`src/hw/supply_seq_pkg.sv`:
```
/*
 * Shared constants and carriers for the supply sequencer and monitor.
 * Assumes a single 20 MHz clock and synchronous comparator inputs.
 */
package supply_seq_pkg;
    // ========================================
    // regulator indices
    localparam int NREG      = 8;
    localparam int R_STBY    = 0;
    localparam int R_PRE     = 1;
    localparam int R_MCU     = 2;
    localparam int R_CORE    = 3;
    localparam int R_VREF    = 4;
    localparam int R_COMM    = 5;
    localparam int R_TRK1    = 6;
    localparam int R_TRK2    = 7;

    // ========================================
    // timing
    localparam int CLK_HZ             = 20000000;
    localparam int REACTION_TIME_NS   = 10000;
    localparam int STG_TIME_NS        = 4000000;
    localparam int OT_OFF_TIME_MS     = 1000;
    localparam int REACTION_CYC       = (REACTION_TIME_NS * (CLK_HZ / 1000000) + 999) / 1000;
    localparam int STG_CYC_DEF        = (STG_TIME_NS / 1000) * (CLK_HZ / 1000000);
    localparam int OT_OFF_CYC_DEF     = OT_OFF_TIME_MS * (CLK_HZ / 1000);
    localparam int FILT_W             = 8;
    localparam int STG_W              = 17;
    localparam int OT_W               = 25;
    localparam int RD_W               = 20;

    localparam logic [7:0] REG_NONE   = 8'h00;
    localparam logic [7:0] ALL_REG    = 8'hFF;
    localparam logic [7:0] SELECTABLE = 8'hF0;

    // ========================================
    // per-regulator comparator pair
    typedef struct packed {
        logic [7:0] over;
        logic [7:0] under;
    } cmp_t;

    // latched fault flags
    typedef struct packed {
        logic [7:0] shortGnd;
        logic [7:0] overV;
        logic [7:0] underV;
        logic       overTemp;
    } flags_t;

    typedef enum logic [5:0] {
        S_OFF      = 6'h01,
        S_INIT     = 6'h02,
        S_NORMAL   = 6'h04,
        S_STANDBY  = 6'h08,
        S_SLEEP    = 6'h10,
        S_SAFE_SHUTDOWN_STATE = 6'h20
    } state_t;
endpackage

```
`src/hw/fault_filter.sv`:
```
/*
 * Comparator filter: counts while asserted, clears on drop,
 * flags at the limit.
 * Assumes a comparator synchronous to clk.
 */
`timescale 1ns/10ps
module fault_filter #(
    parameter int W = 8
) (
    input  wire logic         clk,
    input  wire logic         sys_rst,
    input  wire logic         cmpIn,
    input  wire logic         bypass,
    input  wire logic [W-1:0] limit,
    output logic              detected
);
    logic [W-1:0] count;

    // ========================================
    // counter clears when comparator drops
    always_ff @(posedge clk) begin
        if (sys_rst || !cmpIn) begin
            count <= '0;
        end else if (count != {W{1'b1}}) begin
            count <= count + 1'b1;
        end
    end

    assign detected = cmpIn && (bypass || (count >= limit));
endmodule

```
`src/hw/rst_delay_timer.sv`:
```
/*
 * Reset-delay counter: runs while start is held, done at length.
 * Assumes start stays high until done is used.
 */
`timescale 1ns/10ps
module rst_delay_timer (
    input  wire logic                      clk,
    input  wire logic                      sys_rst,
    input  wire logic                      start,
    input  wire logic [supply_seq_pkg::RD_W-1:0] length,
    output logic                           done
);
    logic [supply_seq_pkg::RD_W-1:0] count;

    // ========================================
    // count up, hold at length
    always_ff @(posedge clk) begin
        if (sys_rst || !start) begin
            count <= '0;
        end else if (count != length) begin
            count <= count + 1'b1;
        end
    end

    assign done = start && (count == length);
endmodule

```
`src/hw/supply_sequencer_monitor.sv`:
```
/*
 * Supply sequencer and monitor: enable chain, filtered
 * supervision, reset, interrupt and core enable.
 * Assumes inputs synchronous to clk; under high means
 * output below its low threshold.
 */
// What this block does
// - at power-on release enable standby and pre regulator first together
// - pre good enables mcu LDO; mcu good drives core enable if selected
// - vref enabled after mcu good, or after core good when core selected
// - vref good enables comm, comm good tracker one, then tracker two
// - reset delay starts once standby, mcu and selected core are good
// - reset output goes high when the reset delay expires
// - standby wake enables pre regulator, reruns chain, skips standby wait
// - sleep wake starts at vref then comm, trackers; reset stays high
// - sleep wake skips LDOs off in normal state, keeps enabled ones
// - voltage limits are fixed, nothing here can change them
// - faults count only beyond reaction time; internal supplies and overtemperature unfiltered
// - undervoltage shorter than the short-to-ground time never disables its regulator
// - monitoring active only for regulators in use and switched on
// - every regulator fault and overtemperature latched into readable flag groups; internal supply fault not latched
// - overtemperature enters safe_shutdown_state, regulators off at least one second
// - standby, mcu, core and internal supply faults pull reset low
// - core overvoltage or short to ground drives core enable low
// - pre and vref overvoltage reset, undervoltage interrupt; others interrupt
// - pre short-to-ground timing only in init until first good crossing
// - main overvoltage shuts all and safe_shutdown_state; comm/tracker shuts only itself
// - long undervoltage main rails safe_shutdown_state; vref, comm, trackers shut themselves
// - vref, comm or tracker ramp failure halts sequence, reset still released after delay
// - software enable change during sequencing aborts automatic sequence
`timescale 1ns/10ps
module supply_sequencer_monitor #(
    parameter int STG_CYC    = supply_seq_pkg::STG_CYC_DEF,
    parameter int OT_OFF_CYC = supply_seq_pkg::OT_OFF_CYC_DEF
) (
    input  wire logic                           clk,
    input  wire logic                           sys_rst,
    input  wire supply_seq_pkg::cmp_t           cmp,
    input  wire logic                           intSupplyFault,
    input  wire logic                           overTemp,
    input  wire logic                           coreSelect,
    input  wire logic                           goStandby,
    input  wire logic                           goSleep,
    input  wire logic                           wakeValid,
    input  wire logic                           wakeTimer,
    input  wire logic [7:0]                     swEnable,
    input  wire logic                           swWrite,
    input  wire logic [supply_seq_pkg::RD_W-1:0] resetDelay,
    input  wire logic                           flagClear,
    output logic [7:0]                          regEnable,
    output logic                                ext_core_enable,
    output logic                                reset_out_n,
    output logic                                interruptOut,
    output supply_seq_pkg::flags_t              flags,
    output supply_seq_pkg::state_t              state
);
    import supply_seq_pkg::*;
    // ========================================
    // declarations
    logic [7:0]  ovDet;
    logic [7:0]  uvDet;
    logic [7:0]  stgDet;
    logic [7:0]  inUse;
    logic [7:0]  active;
    logic [7:0]  normalCfg;
    logic [7:0]  faultOff;
    logic        seqHalt;
    logic        preCrossed;
    logic        rdStart;
    logic        rdDone;
    logic        stbyPath;
    logic        coreOk;
    logic [OT_W-1:0] otCount;
    logic        anyFail;
    logic        rstFault;
    logic        irqFault;
    logic [7:0]  next_enable;

    // regulators that exist in this configuration
    assign inUse  = coreSelect ? ALL_REG : (ALL_REG & ~(8'h01 << R_CORE));
    assign active = regEnable & inUse;

    // ========================================
    // comparator filters
    // per-regulator filter counters
    genvar gi;
    generate
        for (gi = 0; gi < NREG; gi++) begin : g_mon
            fault_filter #(.W(FILT_W)) u_ov (
                .clk      (clk),
                .sys_rst  (sys_rst),
                .cmpIn    (cmp.over[gi] & active[gi]),
                .bypass   (1'b0),
                .limit    (FILT_W'(REACTION_CYC)),
                .detected (ovDet[gi])
            );
            fault_filter #(.W(FILT_W)) u_uv (
                .clk      (clk),
                .sys_rst  (sys_rst),
                .cmpIn    (cmp.under[gi] & active[gi]),
                .bypass   (1'b0),
                .limit    (FILT_W'(REACTION_CYC)),
                .detected (uvDet[gi])
            );
            fault_filter #(.W(STG_W)) u_stg (
                .clk      (clk),
                .sys_rst  (sys_rst),
                .cmpIn    (cmp.under[gi] & active[gi]),
                .bypass   (1'b0),
                .limit    (STG_W'(STG_CYC)),
                .detected (stgDet[gi])
            );
        end
    endgenerate

    // ========================================
    // fault classification
    // overtemperature, main rail overvoltage or long undervoltage
    assign anyFail = overTemp
        | ovDet[R_STBY] | ovDet[R_MCU] | ovDet[R_CORE] | ovDet[R_VREF] | ovDet[R_PRE]
        | stgDet[R_STBY] | stgDet[R_MCU] | stgDet[R_CORE]
        // pre short to ground only before first crossing in init
        | (stgDet[R_PRE] & ~preCrossed & (state == S_INIT));
    assign rstFault = intSupplyFault
        | ovDet[R_STBY] | uvDet[R_STBY] | ovDet[R_MCU] | uvDet[R_MCU]
        | ovDet[R_CORE] | uvDet[R_CORE]
        // pre and vref overvoltage to reset
        | ovDet[R_PRE] | ovDet[R_VREF];
    assign irqFault = uvDet[R_PRE] | uvDet[R_VREF]
        | ovDet[R_COMM] | uvDet[R_COMM] | ovDet[R_TRK1] | uvDet[R_TRK1]
        | ovDet[R_TRK2] | uvDet[R_TRK2];

    // ========================================
    // state machine
    always_ff @(posedge clk) begin
        if (sys_rst) begin
            state <= S_OFF;
        end else begin
            case (state)
                S_OFF: begin
                    state <= S_INIT;
                end
                S_INIT, S_NORMAL: begin
                    if (anyFail) begin
                        state <= S_SAFE_SHUTDOWN_STATE;
                    end else if (state == S_INIT && reset_out_n) begin
                        state <= S_NORMAL;
                    end else if (state == S_NORMAL && goStandby) begin
                        state <= S_STANDBY;
                    end else if (state == S_NORMAL && goSleep) begin
                        state <= S_SLEEP;
                    end
                end
                S_STANDBY: begin
                    if (overTemp || ovDet[R_STBY] || stgDet[R_STBY]) begin
                        state <= S_SAFE_SHUTDOWN_STATE;
                    end else if (wakeValid || wakeTimer) begin
                        state <= S_INIT;
                    end
                end
                S_SLEEP: begin
                    if (anyFail) begin
                        state <= S_SAFE_SHUTDOWN_STATE;
                    end else if (wakeValid || wakeTimer) begin
                        state <= S_NORMAL;
                    end
                end
                S_SAFE_SHUTDOWN_STATE: begin
                    if (otCount >= OT_W'(OT_OFF_CYC) && !overTemp) begin
                        state <= S_OFF;
                    end
                end
                default: state <= S_OFF;
            endcase
        end
    end

    // ========================================
    // safe_shutdown_state off-time counter
    always_ff @(posedge clk) begin
        if (sys_rst || state != S_SAFE_SHUTDOWN_STATE) begin
            otCount <= '0;
        end else if (otCount != {OT_W{1'b1}}) begin
            otCount <= otCount + 1'b1;
        end
    end

    // ========================================
    // sequence bookkeeping
    always_ff @(posedge clk) begin
        if (sys_rst || state == S_OFF || state == S_SAFE_SHUTDOWN_STATE) begin
            preCrossed <= 1'b0;
            seqHalt    <= 1'b0;
            stbyPath   <= 1'b0;
            normalCfg  <= SELECTABLE;
        end else begin
            if (regEnable[R_PRE] && !cmp.under[R_PRE]) begin
                preCrossed <= 1'b1;
            end
            if (state == S_STANDBY) begin
                stbyPath   <= 1'b1;
                preCrossed <= 1'b0;
            end
            if (stgDet[R_VREF] || stgDet[R_COMM] || stgDet[R_TRK1] || stgDet[R_TRK2]) begin
                seqHalt <= 1'b1;
            end
            if (swWrite) begin
                seqHalt   <= 1'b1;
                normalCfg <= swEnable & SELECTABLE;
            end
            if (state == S_NORMAL && goSleep && !goStandby) begin
                normalCfg <= regEnable & SELECTABLE;
            end
            if (state == S_NORMAL) begin
                seqHalt <= 1'b0;
            end
        end
    end

    // ========================================
    // enable chain
    assign coreOk = !coreSelect || (regEnable[R_CORE] && !cmp.under[R_CORE]);
    always_comb begin
        next_enable = regEnable;
        case (state)
            S_OFF, S_SAFE_SHUTDOWN_STATE: next_enable = REG_NONE;
            S_STANDBY: next_enable = 8'h01 << R_STBY;
            S_SLEEP: next_enable = regEnable & ((8'h01 << R_STBY) | (8'h01 << R_PRE)
                                   | (8'h01 << R_MCU) | (8'h01 << R_CORE));
            default: begin
                next_enable[R_STBY] = 1'b1;
                next_enable[R_PRE]  = 1'b1;
                if (regEnable[R_PRE] && !cmp.under[R_PRE]) begin
                    next_enable[R_MCU] = 1'b1;
                end
                if (coreSelect && regEnable[R_MCU] && !cmp.under[R_MCU]) begin
                    next_enable[R_CORE] = 1'b1;
                end
                if (swWrite) begin
                    next_enable = (next_enable & ~SELECTABLE) | (swEnable & SELECTABLE);
                end else if (!seqHalt) begin
                    // vref after mcu and core good; skip when off
                    if (regEnable[R_MCU] && !cmp.under[R_MCU] && coreOk && normalCfg[R_VREF]) begin
                        next_enable[R_VREF] = 1'b1;
                    end
                    if ((!normalCfg[R_VREF] || (regEnable[R_VREF] && !cmp.under[R_VREF]))
                        && regEnable[R_MCU] && coreOk && normalCfg[R_COMM]) begin
                        next_enable[R_COMM] = 1'b1;
                    end
                    if ((!normalCfg[R_COMM] || (regEnable[R_COMM] && !cmp.under[R_COMM]))
                        && (next_enable[R_COMM] || !normalCfg[R_COMM]) && regEnable[R_MCU]
                        && coreOk && normalCfg[R_TRK1]) begin
                        next_enable[R_TRK1] = 1'b1;
                    end
                    if ((!normalCfg[R_TRK1] || (regEnable[R_TRK1] && !cmp.under[R_TRK1]))
                        && regEnable[R_MCU] && coreOk && normalCfg[R_TRK2]) begin
                        next_enable[R_TRK2] = 1'b1;
                    end
                end
                // comm/tracker overvoltage; long undervoltage shuts one
                next_enable = next_enable & ~faultOff;
            end
        endcase
    end

    // latched shutdowns; a new one beats a software clear
    always_ff @(posedge clk) begin
        if (sys_rst || state == S_OFF) begin
            faultOff <= REG_NONE;
        end else begin
            faultOff <= (swWrite ? REG_NONE : faultOff) | ((ovDet | stgDet) & 8'hE0) | (stgDet & (8'h01 << R_VREF));
        end
    end

    always_ff @(posedge clk) begin
        if (sys_rst) begin
            regEnable <= REG_NONE;
        end else begin
            regEnable <= next_enable;
        end
    end

    // ========================================
    // core enable pin
    always_ff @(posedge clk) begin
        if (sys_rst) begin
            ext_core_enable <= 1'b0;
        end else begin
            // core off on overvoltage or short
            ext_core_enable <= next_enable[R_CORE] && coreSelect
                               && !ovDet[R_CORE] && !stgDet[R_CORE];
        end
    end

    // ========================================
    // reset delay and reset output
    // start condition; standby path skips standby rail
    assign rdStart = (state == S_INIT)
        && (stbyPath || (regEnable[R_STBY] && !cmp.under[R_STBY]))
        && regEnable[R_MCU] && !cmp.under[R_MCU] && coreOk;

    rst_delay_timer u_rd (
        .clk     (clk),
        .sys_rst (sys_rst),
        .start   (rdStart),
        .length  (resetDelay),
        .done    (rdDone)
    );

    always_ff @(posedge clk) begin
        if (sys_rst) begin
            reset_out_n <= 1'b0;
        end else if (state == S_OFF || state == S_SAFE_SHUTDOWN_STATE || state == S_STANDBY
                     || anyFail || rstFault) begin
            reset_out_n <= 1'b0;
        end else if (rdDone) begin
            // release after delay; even when halted
            reset_out_n <= 1'b1;
        end
        // sleep keeps the current high level
    end

    // ========================================
    // interrupt and flags
    always_ff @(posedge clk) begin
        if (sys_rst) begin
            interruptOut <= 1'b0;
        end else begin
            interruptOut <= irqFault;
        end
    end

    always_ff @(posedge clk) begin
        if (sys_rst) begin
            flags <= '0;
        end else begin
            flags.shortGnd <= (flagClear ? REG_NONE : flags.shortGnd) | stgDet;
            flags.overV    <= (flagClear ? REG_NONE : flags.overV) | ovDet;
            flags.underV   <= (flagClear ? REG_NONE : flags.underV) | uvDet;
            flags.overTemp <= (flagClear ? 1'b0 : flags.overTemp) | overTemp;
        end
    end
endmodule

```
`config.mk`:
```
export PLATFORM = sky130hd
export DESIGN_NAME = supply_sequencer_monitor
export DESIGN_NICKNAME = d
export VERILOG_FILES = /design/src/hw/supply_seq_pkg.sv /design/src/hw/fault_filter.sv /design/src/hw/rst_delay_timer.sv /design/src/hw/supply_sequencer_monitor.sv
export SDC_FILE = /design/constraint.sdc
export NUM_CORES = 1
export LEC_CHECK = 0
export BUFFER_PORTS_ARGS = -buffer_cell sky130_fd_sc_hd__buf_2
export CORE_ASPECT_RATIO = 0.9
export CORE_MARGIN = 1
export CORE_UTILIZATION = 50
export CTS_CLUSTER_SIZE = 8
export DETAILED_ROUTE_END_ITERATION = 8
export PLACE_DENSITY = 0.72
export SYNTH_ARGS = -nofsm -noshare
export SYNTH_HDL_FRONTEND = slang
export SYNTH_HIERARCHICAL = 1
export SYNTH_SLANG_ARGS = --single-unit
```
`constraint.sdc`:
```
create_clock -name clk -period 7.4 [get_ports clk]
set_input_delay 1.48 -clock clk [delete_from_list [all_inputs] [get_ports clk]]
set_output_delay 1.48 -clock clk [all_outputs]
set_load 0.1 [all_outputs]
```
### Word level (Yosys, flattened, before mapping)

Cells that the tools add are included.

* register bits: 366
* input bits: 55
* output and inout port bits: 42
* word-level logic and storage cells: 356

* add/subtract/negate cells: 26
* order comparisons: 25
* equality and inequality tests: 38
* mux-type cells: 37
* bitwise gates (word level): 54
* reductions and logical operators: 135

Operator list (number)
* 17-bit by 1-bit adder with 17-bit output (second input constant): 8
* 17-bit >= comparator (second input constant): 8
* 17-bit != test (second input constant): 8
* 8-bit by 1-bit adder with 8-bit output (second input constant): 16
* 8-bit >= comparator (second input constant): 16
* 8-bit != test (second input constant): 16
* 1-bit logical AND: 58
* 6-bit 2-to-1 mux: 9
* 8-bit 2-to-1 mux: 6
* 8-bit OR: 5
* 1-bit logical OR: 36
* 1-bit logical NOT: 32
* 6-bit one-hot mux with 5 select lines: 1
* 25-bit by 1-bit adder with 25-bit output (second input constant): 1
* 25-bit >= comparator (second input constant): 1
* 25-bit != test (second input constant): 1
* 1-bit OR: 25
* 4-bit 2-to-1 mux: 6
* 8-bit one-hot mux with 3 select lines: 1
* 20-bit by 1-bit adder with 20-bit output (second input constant): 1
* 20-bit equality test: 1
* 20-bit != test: 1
* 1-bit AND: 18
* 8-bit AND: 2
* other kinds (19): 38

### Logic depth before layout (Yosys ltp)

Gate-level depths: netlist (run 1).

* word-level depth: 24
* depth in mapped cells: 13
* depth with buffers taken out: 12

### Modules after synthesis

The synthesis (run 1) kept the hierarchy.

Modules (own cells, without submodules)
* fault_filter at g_mon[0].u_ov ...: times used 16, cells each 76, area each 620.6 sq um, seq. area each 160.2 sq um
* fault_filter at g_mon[0].u_stg ...: times used 8, cells each 148, area each 1224.9 sq um, seq. area each 340.3 sq um
* supply_sequencer_monitor: times used 1, cells each 438, area each 3669.8 sq um, seq. area each 1561.5 sq um
* rst_delay_timer: times used 1, cells each 170, area each 1412.6 sq um, seq. area each 400.4 sq um

### Worst setup path before layout (run 1)

OpenSTA, ideal clock, no wires.

* path type: input to register
* from: in cmp[11] (netlist bit)
* to: reg state[1]
* setup time: 0.139 ns
* arrival time: 3.429 ns
* setup slack: 3.832 ns
* stages on the path: 11
* path buffers: 1
* path through: and3_1 > o211ai_1 > nor2_1 > a22o_1 > nor4_4 > o211ai_2 > or4_1 > buf_6 > o211a_4 > a21oi_2 > a311oi_2

* cells in the longest elaborated chain, start to end: 11

Ends and longest elaborated chain
* start: declaration: line supply_sequencer_monitor.sv:38 `input wire supply_seq_pkg::cmp_t cmp,`
* 1-bit AND (*): line supply_sequencer_monitor.sv:92 `.cmpIn (cmp.over[gi] & active[gi]),`
* 1-bit logical AND (*): line fault_filter.sv:29 `assign detected = cmpIn && (bypass || (count >= limit));`
* named net ovDet[3]: line supply_sequencer_monitor.sv:60 `logic [7:0] ovDet;`
* 1-bit OR (*) (3 in a row): line supply_sequencer_monitor.sv:120 `| ovDet[R_STBY] | ovDet[R_MCU] | ovDet[R_CORE] | ovDet[R_VREF] | ovDet[R_PRE]`
* 1-bit OR (*) (3 in a row): line supply_sequencer_monitor.sv:121 `| stgDet[R_STBY] | stgDet[R_MCU] | stgDet[R_CORE]`
* 1-bit OR (*): line supply_sequencer_monitor.sv:123 `| (stgDet[R_PRE] & ~preCrossed & (state == S_INIT));`
* 5-bit != test (no source line), or another cell as far along
* 4-bit AND reduction (no source line) or 6-bit one-hot mux with 5 select lines (tied branches)
* end signal: assignment: line supply_sequencer_monitor.sv:137 `state <= S_OFF;`
* end signal: assignment: line supply_sequencer_monitor.sv:141 `state <= S_INIT;`
* end signal: assignment: line supply_sequencer_monitor.sv:145 `state <= S_SAFE_SHUTDOWN_STATE;`
* end: declaration: line supply_sequencer_monitor.sv:55 `output supply_seq_pkg::state_t state`

Mark *: on every way through the listed nets, which the timed path passes. The rest lies on a longest branch.
A chain may end at the register's enable or synchronous reset.

### Worst setup path after layout (run 1)

* from: in coreSelect
* to: reg state[1]

* cells in the longest elaborated chain, start to end: 13

Ends and longest elaborated chain
* start: declaration: line supply_sequencer_monitor.sv:41 `input wire logic coreSelect,`
* 4-bit 2-to-1 mux (*): line supply_sequencer_monitor.sv:80 `assign inUse = coreSelect ? ALL_REG : (ALL_REG & ~(8'h01 << R_CORE));`
* 8-bit AND (*): line supply_sequencer_monitor.sv:81 `assign active = regEnable & inUse;`
* 1-bit AND (*): line supply_sequencer_monitor.sv:92
* 1-bit logical AND (*): line fault_filter.sv:29
* named net ovDet[3]: line supply_sequencer_monitor.sv:60
* 1-bit OR (*) (3 in a row): line supply_sequencer_monitor.sv:120
* 1-bit OR (*) (3 in a row): line supply_sequencer_monitor.sv:121
* 1-bit OR (*): line supply_sequencer_monitor.sv:123
* 5-bit != test (no source line), or another cell as far along
* 4-bit AND reduction (no source line) or 6-bit one-hot mux with 5 select lines (tied branches)

Marks and branches as above.

==> qor.yml, run 1 <==
layout-drive-gt1-share_pct: 7.60
required_ns: 7.85
instances_no_fill: 3960
crit_type: "primary input to register"
async_flop_share_pct: 0
initial_core_util_pct: 50.6
crit_buf_inv: 1
leakage_nw: 11.7
dpl.cell_count: 3903
antenna_found_initial: 1
worst_pin_slew_ns: 1.08
finalCritPeriodShare_pct: 47.5
setup_tns_ns: 0
gp_congestion: 0.867
syn_area_mm2: 0.0248
status: "finished clean"
fp.dieH_um: 213
grt-ovfl-total: 0
nNetsFinal: 3678
crit_path_end_kind: "register"
ios: 97
yosysSeqAreaShare_pct: 29.2
powerDensity_mw_per_mm2: 165
ant_nets: 0
grtUsageTotal_pct: 21.5
first_global_vias: 18895
netlist_instances: 3008
avgRoutedWirePerCell_um: 13.7
crit_arrival_ns: 3.96
clock_skew_ns: 0.0196
die_area_mm2: 0.0505
slew_headroom_pct: 27.7
grt_pass1_wl_um: 91200
cts.sinks: 362
synth.area.top_cells: "dfxtp_1 (29%), ha_1 (15%), inv_1 (4.7%)"
place_area_mm2: 0.0264
io_buffers: 92
drcViolationCount: 0
clockRootBuffer: "clkbuf_16"
routed_wl_um: 54400
numCtsBuffers: 51
htreeDepth: 2
p_comb_share_pct: 10.7
slowest_delay_ns: 0.57
ir_worst_vdd_uv: 146
pwr-share-clk_pct: 45.0
synth_cell_types: 77
syn_area_per_cell_um2: 8.25
p_int_w: 0.00335
die-width_um: 237
power_frac_seq_pct: 44.3
place_hpwl_um: 40200
min_path_type: "register to register"
hold_viol_final: 0
post_cts_buffers: 0
max-cap-violations: 0
ys_ff_latch: 362
rsz0062_at_grt: "false"
path_clk_slew_ns: 0.05
ctsResizeCount: 0
cp-start-kind: "primary input"
yosysTopAreaCellShare_pct: 29.2
via_per_inst: 5.37
synth-edff-count: 0
cts_tree: "done"
setup_viol: 0
core-area_mm2: 0.0490
yosys.area.top_type: "dfxtp_1"
n_fill_cell: 4519
cp_max_fo: 7
synth_flop_cell: "dfxtp_1"
critPathTopFamily: "simple AND/OR/NAND/NOR gates"
crit_slowest_cell: "or4_1"
rows: 77
cts_hold_buf: 0
clk_latency_ns: 0.58
firstDrtPassIters: 7
final_area_mm2: 0.0277
syn2layout_area_growth_pct: 11.8
fmax_ghz: 0.284
p_sw_w: 0.00123
synth_warnings: 6
grt_max_degree: 36
swShare_pct: 26.8
drv_slew: 0
clockBufferDepth: 3
crit_path_cell_trace: "buf_2, and3_1, o211ai_1, nor2_1, a22o_1, nor4_4, o211ai_2, or4_1, o211a_4, a21oi_2, a311oi_2"
num_vias: 21270
final.min_clock_period_ns: 3.52
drt_iter0_drc: 1282
[final cells by class]
cell class | count | area [µm²] | share of cell area (%)
antenna | 1 | 2.50 | 0.00902
clock buffer | 55 | 1310 | 4.73
clock inverter | 1 | 8.76 | 0.0316
inverter | 313 | 1170 | 4.24
multi-input combinational | 2500 | 16700 | 60.2
sequential | 362 | 7250 | 26.1
tap | 632 | 791 | 2.85
timing repair buffer | 96 | 493 | 1.78
[layer usage]
| metal | up-vias | part of all wire [%] | GRT usage (%) |
|---|---|---|---|
| met1 | 9626 | 50 | 29.5 |
| met5 | - | 0 | 0 |
| met3 | 72 | 4.4 | 3.75 |
| met2 | 348 | 44 | 34.7 |
| met4 | 0 | 2.1 | 5.62 |
| li1 | 11224 | - | - |
[Yosys cell counts (23+ instances only)]
cell type and count:
mux2i_1 26, and4_1 37, nand2b_1 51, xor2_1 90, and3_1 54, dfxtp_1 362
o21ai_0 116, clkbuf_1 31, nor2_1 266, or3_1 29, buf_2 26, inv_1 312
nand4_1 134, a21oi_1 197, ha_1 299, o211ai_1 47, a31oi_1 60, nand2_1 139
nor3_1 127, a211oi_1 23, nand3_1 142, buf_6 28, xnor2_1 40, and2_1 43
[path summary, 6_finish.rpt]
check / from / endpoint / slack (ns) / cells after the start
worst min register to register: faultOff[4] / regEnable[4] / 0.45 / 1
worst max-delay path: coreSelect / state[1] / 3.88 / 11
worst max register to register: g_mon[3].u_stg/count[16] / state[1] / 4.03 / 11
worst min-delay path: faultOff[4] / regEnable[4] / 0.45 / 1
[cells by family (layout without fill, tap and decap cells)]
group	Yosys count	in the layout	share of synthesized area [%]
simple gates	1129	1129	24.5
compound gates	628	628	17.8
buf+inv	432	465	7.79
flops	362	362	29.2
fa+ha+maj	299	299	15.1
xor+xnor	130	130	4.59
mux	26	26	1.05
other cells	2	289	0.0303
[sequential cells by signal, indices dropped and copies added, names as in the netlist, 6 cells and up]
register,count
g_mon.u_stg/count,136
g_mon.u_ov/count,64
g_mon.u_uv/count,64
flags,25
otCount,25
u_rd/count,20
regEnable,8
state,6
[placed cells by master (no fill, tap or decap), drive strengths merged, types with 3 or more instances in the layout]
cell type  instances
nand2            147
a21o              18
a2111o             9
a21oi            198
xor2              90
nand3            143
a31oi             61
a211o             13
conb             288
nand2b            51
nor2b             12
nand4            135
ha               299
o211ai            49
nor2             267
dfxtp            362
o21ai            120
o31ai              9
a2111oi           11
nor3             129
nor4               6
and3b              8
and2              43
or3               38
clkbuf            55
mux2i             26
and4              37
inv              314
a41oi             17
buf               96
or4               19
a211oi            41
and3              70
xnor2             40
a22o              16
nor3b             16
o2111a            17
o21a               3
a311oi            21
o21bai            16
[through the flow]
stage               total power (W)  hold slack [ns]  util, %  worst slack (ns)
floorplan                   0.00242            0.398        -              3.83
global placement            0.00254            0.427     53.9              3.27
detailed placement          0.00255            0.431     53.9              3.27
CTS                         0.00463            0.445     56.6              3.88
global route                0.00477            0.470     56.6              3.78
finish                      0.00457            0.445     56.6              3.88
[power groups by stage]
stage	logic [W]	registers, W	clock network (W)
floorplan	0.000269	0.00215	0
global placement	0.000475	0.00206	0
detailed placement	0.000481	0.00206	0
CTS	0.000484	0.00202	0.00212
global route	0.000551	0.00203	0.00220
finish	0.000490	0.00203	0.00206
No activity file was read; power rests on OpenSTA's default activity.
==> run 2, diff against run 1 <==
==> constraint.sdc (replaced) <==
create_clock -name clk -period 3.3 [get_ports clk]
set_input_delay 0.66 -clock clk [delete_from_list [all_inputs] [get_ports clk]]
set_output_delay 0.66 -clock clk [all_outputs]
set_load 0.1 [all_outputs]
==> run 2 against run 1 <==
- sequential power up 120%
- utilization up 0.32 points
- worst setup slack worse by 3.7 ns
- largest power group unchanged
==> qor.yml, run 2 (synthesized netlist as in run 1, its figures left out) <==
ant_nets: 0  # unchanged
clk_latency_ns: 0.59  # about the same
crit_arrival_ns: 3.60  # -0.36 ns
core-area_mm2: 0.0490  # unchanged
fp.dieH_um: 213  # unchanged
cts_hold_buf: 0  # unchanged
worst_pin_slew_ns: 1.05  # -0.0326 ns
ff_latch_area_mm2: 0.00725  # unchanged
p_sw_w: 0.00278  # +130%
firstDrtPassIters: 6  # -1
via_per_inst: 5.37  # about the same
syn2layout_area_growth_pct: 12.4
cts_tree: "done"
numCtsBuffers: 51  # unchanged
first_global_vias: 19099  # +1.1%
drt_iter0_drc: 1051  # -18%
r2r_end: "state[1]"
status: "finished clean"
max-cap-violations: 0  # unchanged
antenna_found_initial: 0  # -1
initial_core_util_pct: 50.6  # unchanged
antenna_cells: 0  # -1
routed_wl_um: 54700  # +0.45%
top_register: "g_mon.u_stg/count"
powerDensity_mw_per_mm2: 368  # +120%
r2r_cells: 11  # unchanged
p_total_w: 0.0103  # +120%
swShare_pct: 27.1  # +0.31 points
layout-drive-gt1-share_pct: 8.28  # +0.67 points
ir_worst_vdd_uv: 367  # +150%
critical_path.startpoint: "g_mon[1].u_stg/count[10]"
ios: 97  # unchanged
gp_congestion: 0.847  # -2.2%
crit_path_end_kind: "register"
post_cts_buffers: 0  # unchanged
crit_type: "register to register"
grt-ovfl-total: 0  # unchanged
cp-endpoint: "state[1]"
setup_viol: 0  # unchanged
leakage_nw: 11.8  # +0.92%
clockRootBuffer: "clkbuf_16"
setup_tns_ns: 0  # unchanged
path_clk_slew_ns: 0.05  # about the same
p_comb_share_pct: 11.1  # +0.4 points
htreeDepth: 2  # unchanged
min_path_type: "primary input to register"
multi_input_area_mm2: 0.0167  # about the same
grt_pass1_wl_um: 92200  # +1.2%
pwr-share-clk_pct: 44.7  # -0.3 points
rows: 77  # unchanged
die_area_mm2: 0.0505  # unchanged
clock_skew_ns: 0.0130  # -0.00663 ns
power_frac_seq_pct: 44.2  # about the same
rsz0062_at_grt: "false"
die-width_um: 237  # unchanged
place_hpwl_um: 40200  # about the same
avgRoutedWirePerCell_um: 13.7  # about the same
finalHoldWorstSlack_ns: 0.352  # -0.0935 ns
hold_viol_final: 0  # unchanged
n_fill_cell: 4520  # +0.022%
drcViolationCount: 0  # unchanged
final_area_mm2: 0.0279  # +0.56%
r2r_setup_slack_ns: 0.19  # -3.84 ns
finalCritPeriodShare_pct: 94.1
fmax_ghz: 0.322
slew_headroom_pct: 29.9  # +2.2 points
largest_register_ffs: 136  # unchanged
reg.largest.list: "g_mon.u_stg/count: 136 flops, g_mon.u_ov/count: 64 flops, g_mon.u_uv/count: 64 flops"
final.min_clock_period_ns: 3.11
clockBufferDepth: 3  # unchanged
r2r-start: "g_mon[1].u_stg/count[10]"
p_int_w: 0.00749  # +120%
cts.sinks: 362  # unchanged
grtUsageTotal_pct: 21.7  # +0.28 points
final_cell_mix: "dfxtp_1 (362), inv_1 (312), ha_1 (299), conb_1 (288), nor2_1 (265)"
num_vias: 21378  # +0.51%
cp_max_fo: 4  # -3
cp-start-kind: "register"
nNetsFinal: 3699  # +0.57%
required_ns: 3.79  # -4.06 ns
place_area_mm2: 0.0266  # +0.60%
grt_max_degree: 50  # +39%
final_common_cell: "dfxtp_1"
io_buffers: 92  # unchanged
drv_slew: 0  # unchanged
-- run 2: changes by cell type in the layout (fill, tap and decap cells not counted), sizes merged --
cell / previous run / this run
inv: 314 / 316
diode: 1 / 0
clkbuf: 55 / 51
buf: 96 / 117
clkinv: 0 / 1
-- run 2: repair_timing --
action | in CTS | in global routing
endpoints found under the hold margin | 0 | 0
gates resized for setup | 0 | 2
endpoints found under the setup margin | 0 | 3
-- run 2: cell type report --
cell class,count,area share [%]
Sequential cell,362,26.0
Clock inverter,4,0.126
Tap cell,632,2.83
Clock buffer,51,4.58
Timing Repair Buffer,117,2.33
Inverter,313,4.21
Multi-Input combinational cell,2500,59.9
-- run 2: routing by layer --
layer / vias up / wire (µm) / track usage [%]
li1: 11253 / - / -
met1: 9681 / 26900 / 30.3
met2: 366 / 24100 / 34.7
met3: 78 / 2380 / 3.42
met4: 0 / 1210 / 6.25
met5: - / 0 / 0
-- run 2: power groups by stage --
| stage | logic (W) | registers, W | clock network (W) |
|---|---|---|---|
| after global placement | 0.00111 | 0.00462 | 0 |
| final | 0.00114 | 0.00454 | 0.00460 |
| after CTS | 0.00113 | 0.00453 | 0.00475 |
| after detailed placement | 0.00112 | 0.00462 | 0 |
| after floorplan | 0.000604 | 0.00483 | 0 |
| after global routing | 0.00128 | 0.00454 | 0.00491 |
-- run 2: through the flow --
stage                     setup WS [ns]  utilization [%]  instances
after global routing             0.0410             56.9       3979
after floorplan                   0.359                -       3294
final                             0.194             56.9       3979
after CTS                        0.0810             56.9       3979
after detailed placement          0.112             54.2       3924
after global placement            0.135             54.2       3924
-- run 2: worst min-delay path by stage --
stage                start  depth (start not counted)  slack (ns)            to
6_report       swEnable[6]                          3        0.35  regEnable[6]
5_1_grt        swEnable[7]                          3        0.36  regEnable[7]
4_1_cts        swEnable[6]                          3        0.33  regEnable[6]
3_5_place_dp   faultOff[4]                          1        0.42  regEnable[4]
3_3_place_gp   faultOff[4]                          1        0.41  regEnable[4]
2_1_floorplan  faultOff[4]                          1        0.40  regEnable[4]
-- run 2: worst max-delay path, stage by stage, from the launching register on --
cell      delay, ns
dfxtp_1        0.34
ha_1           0.30
nand4_1        0.15
or3_1          0.34
a211o_1        0.27
a31oi_2        0.23
or4bb_1        0.54
o211ai_2       0.17
or4_4          0.17
o211a_4        0.20
a21oi_2        0.06
a311oi_2       0.25
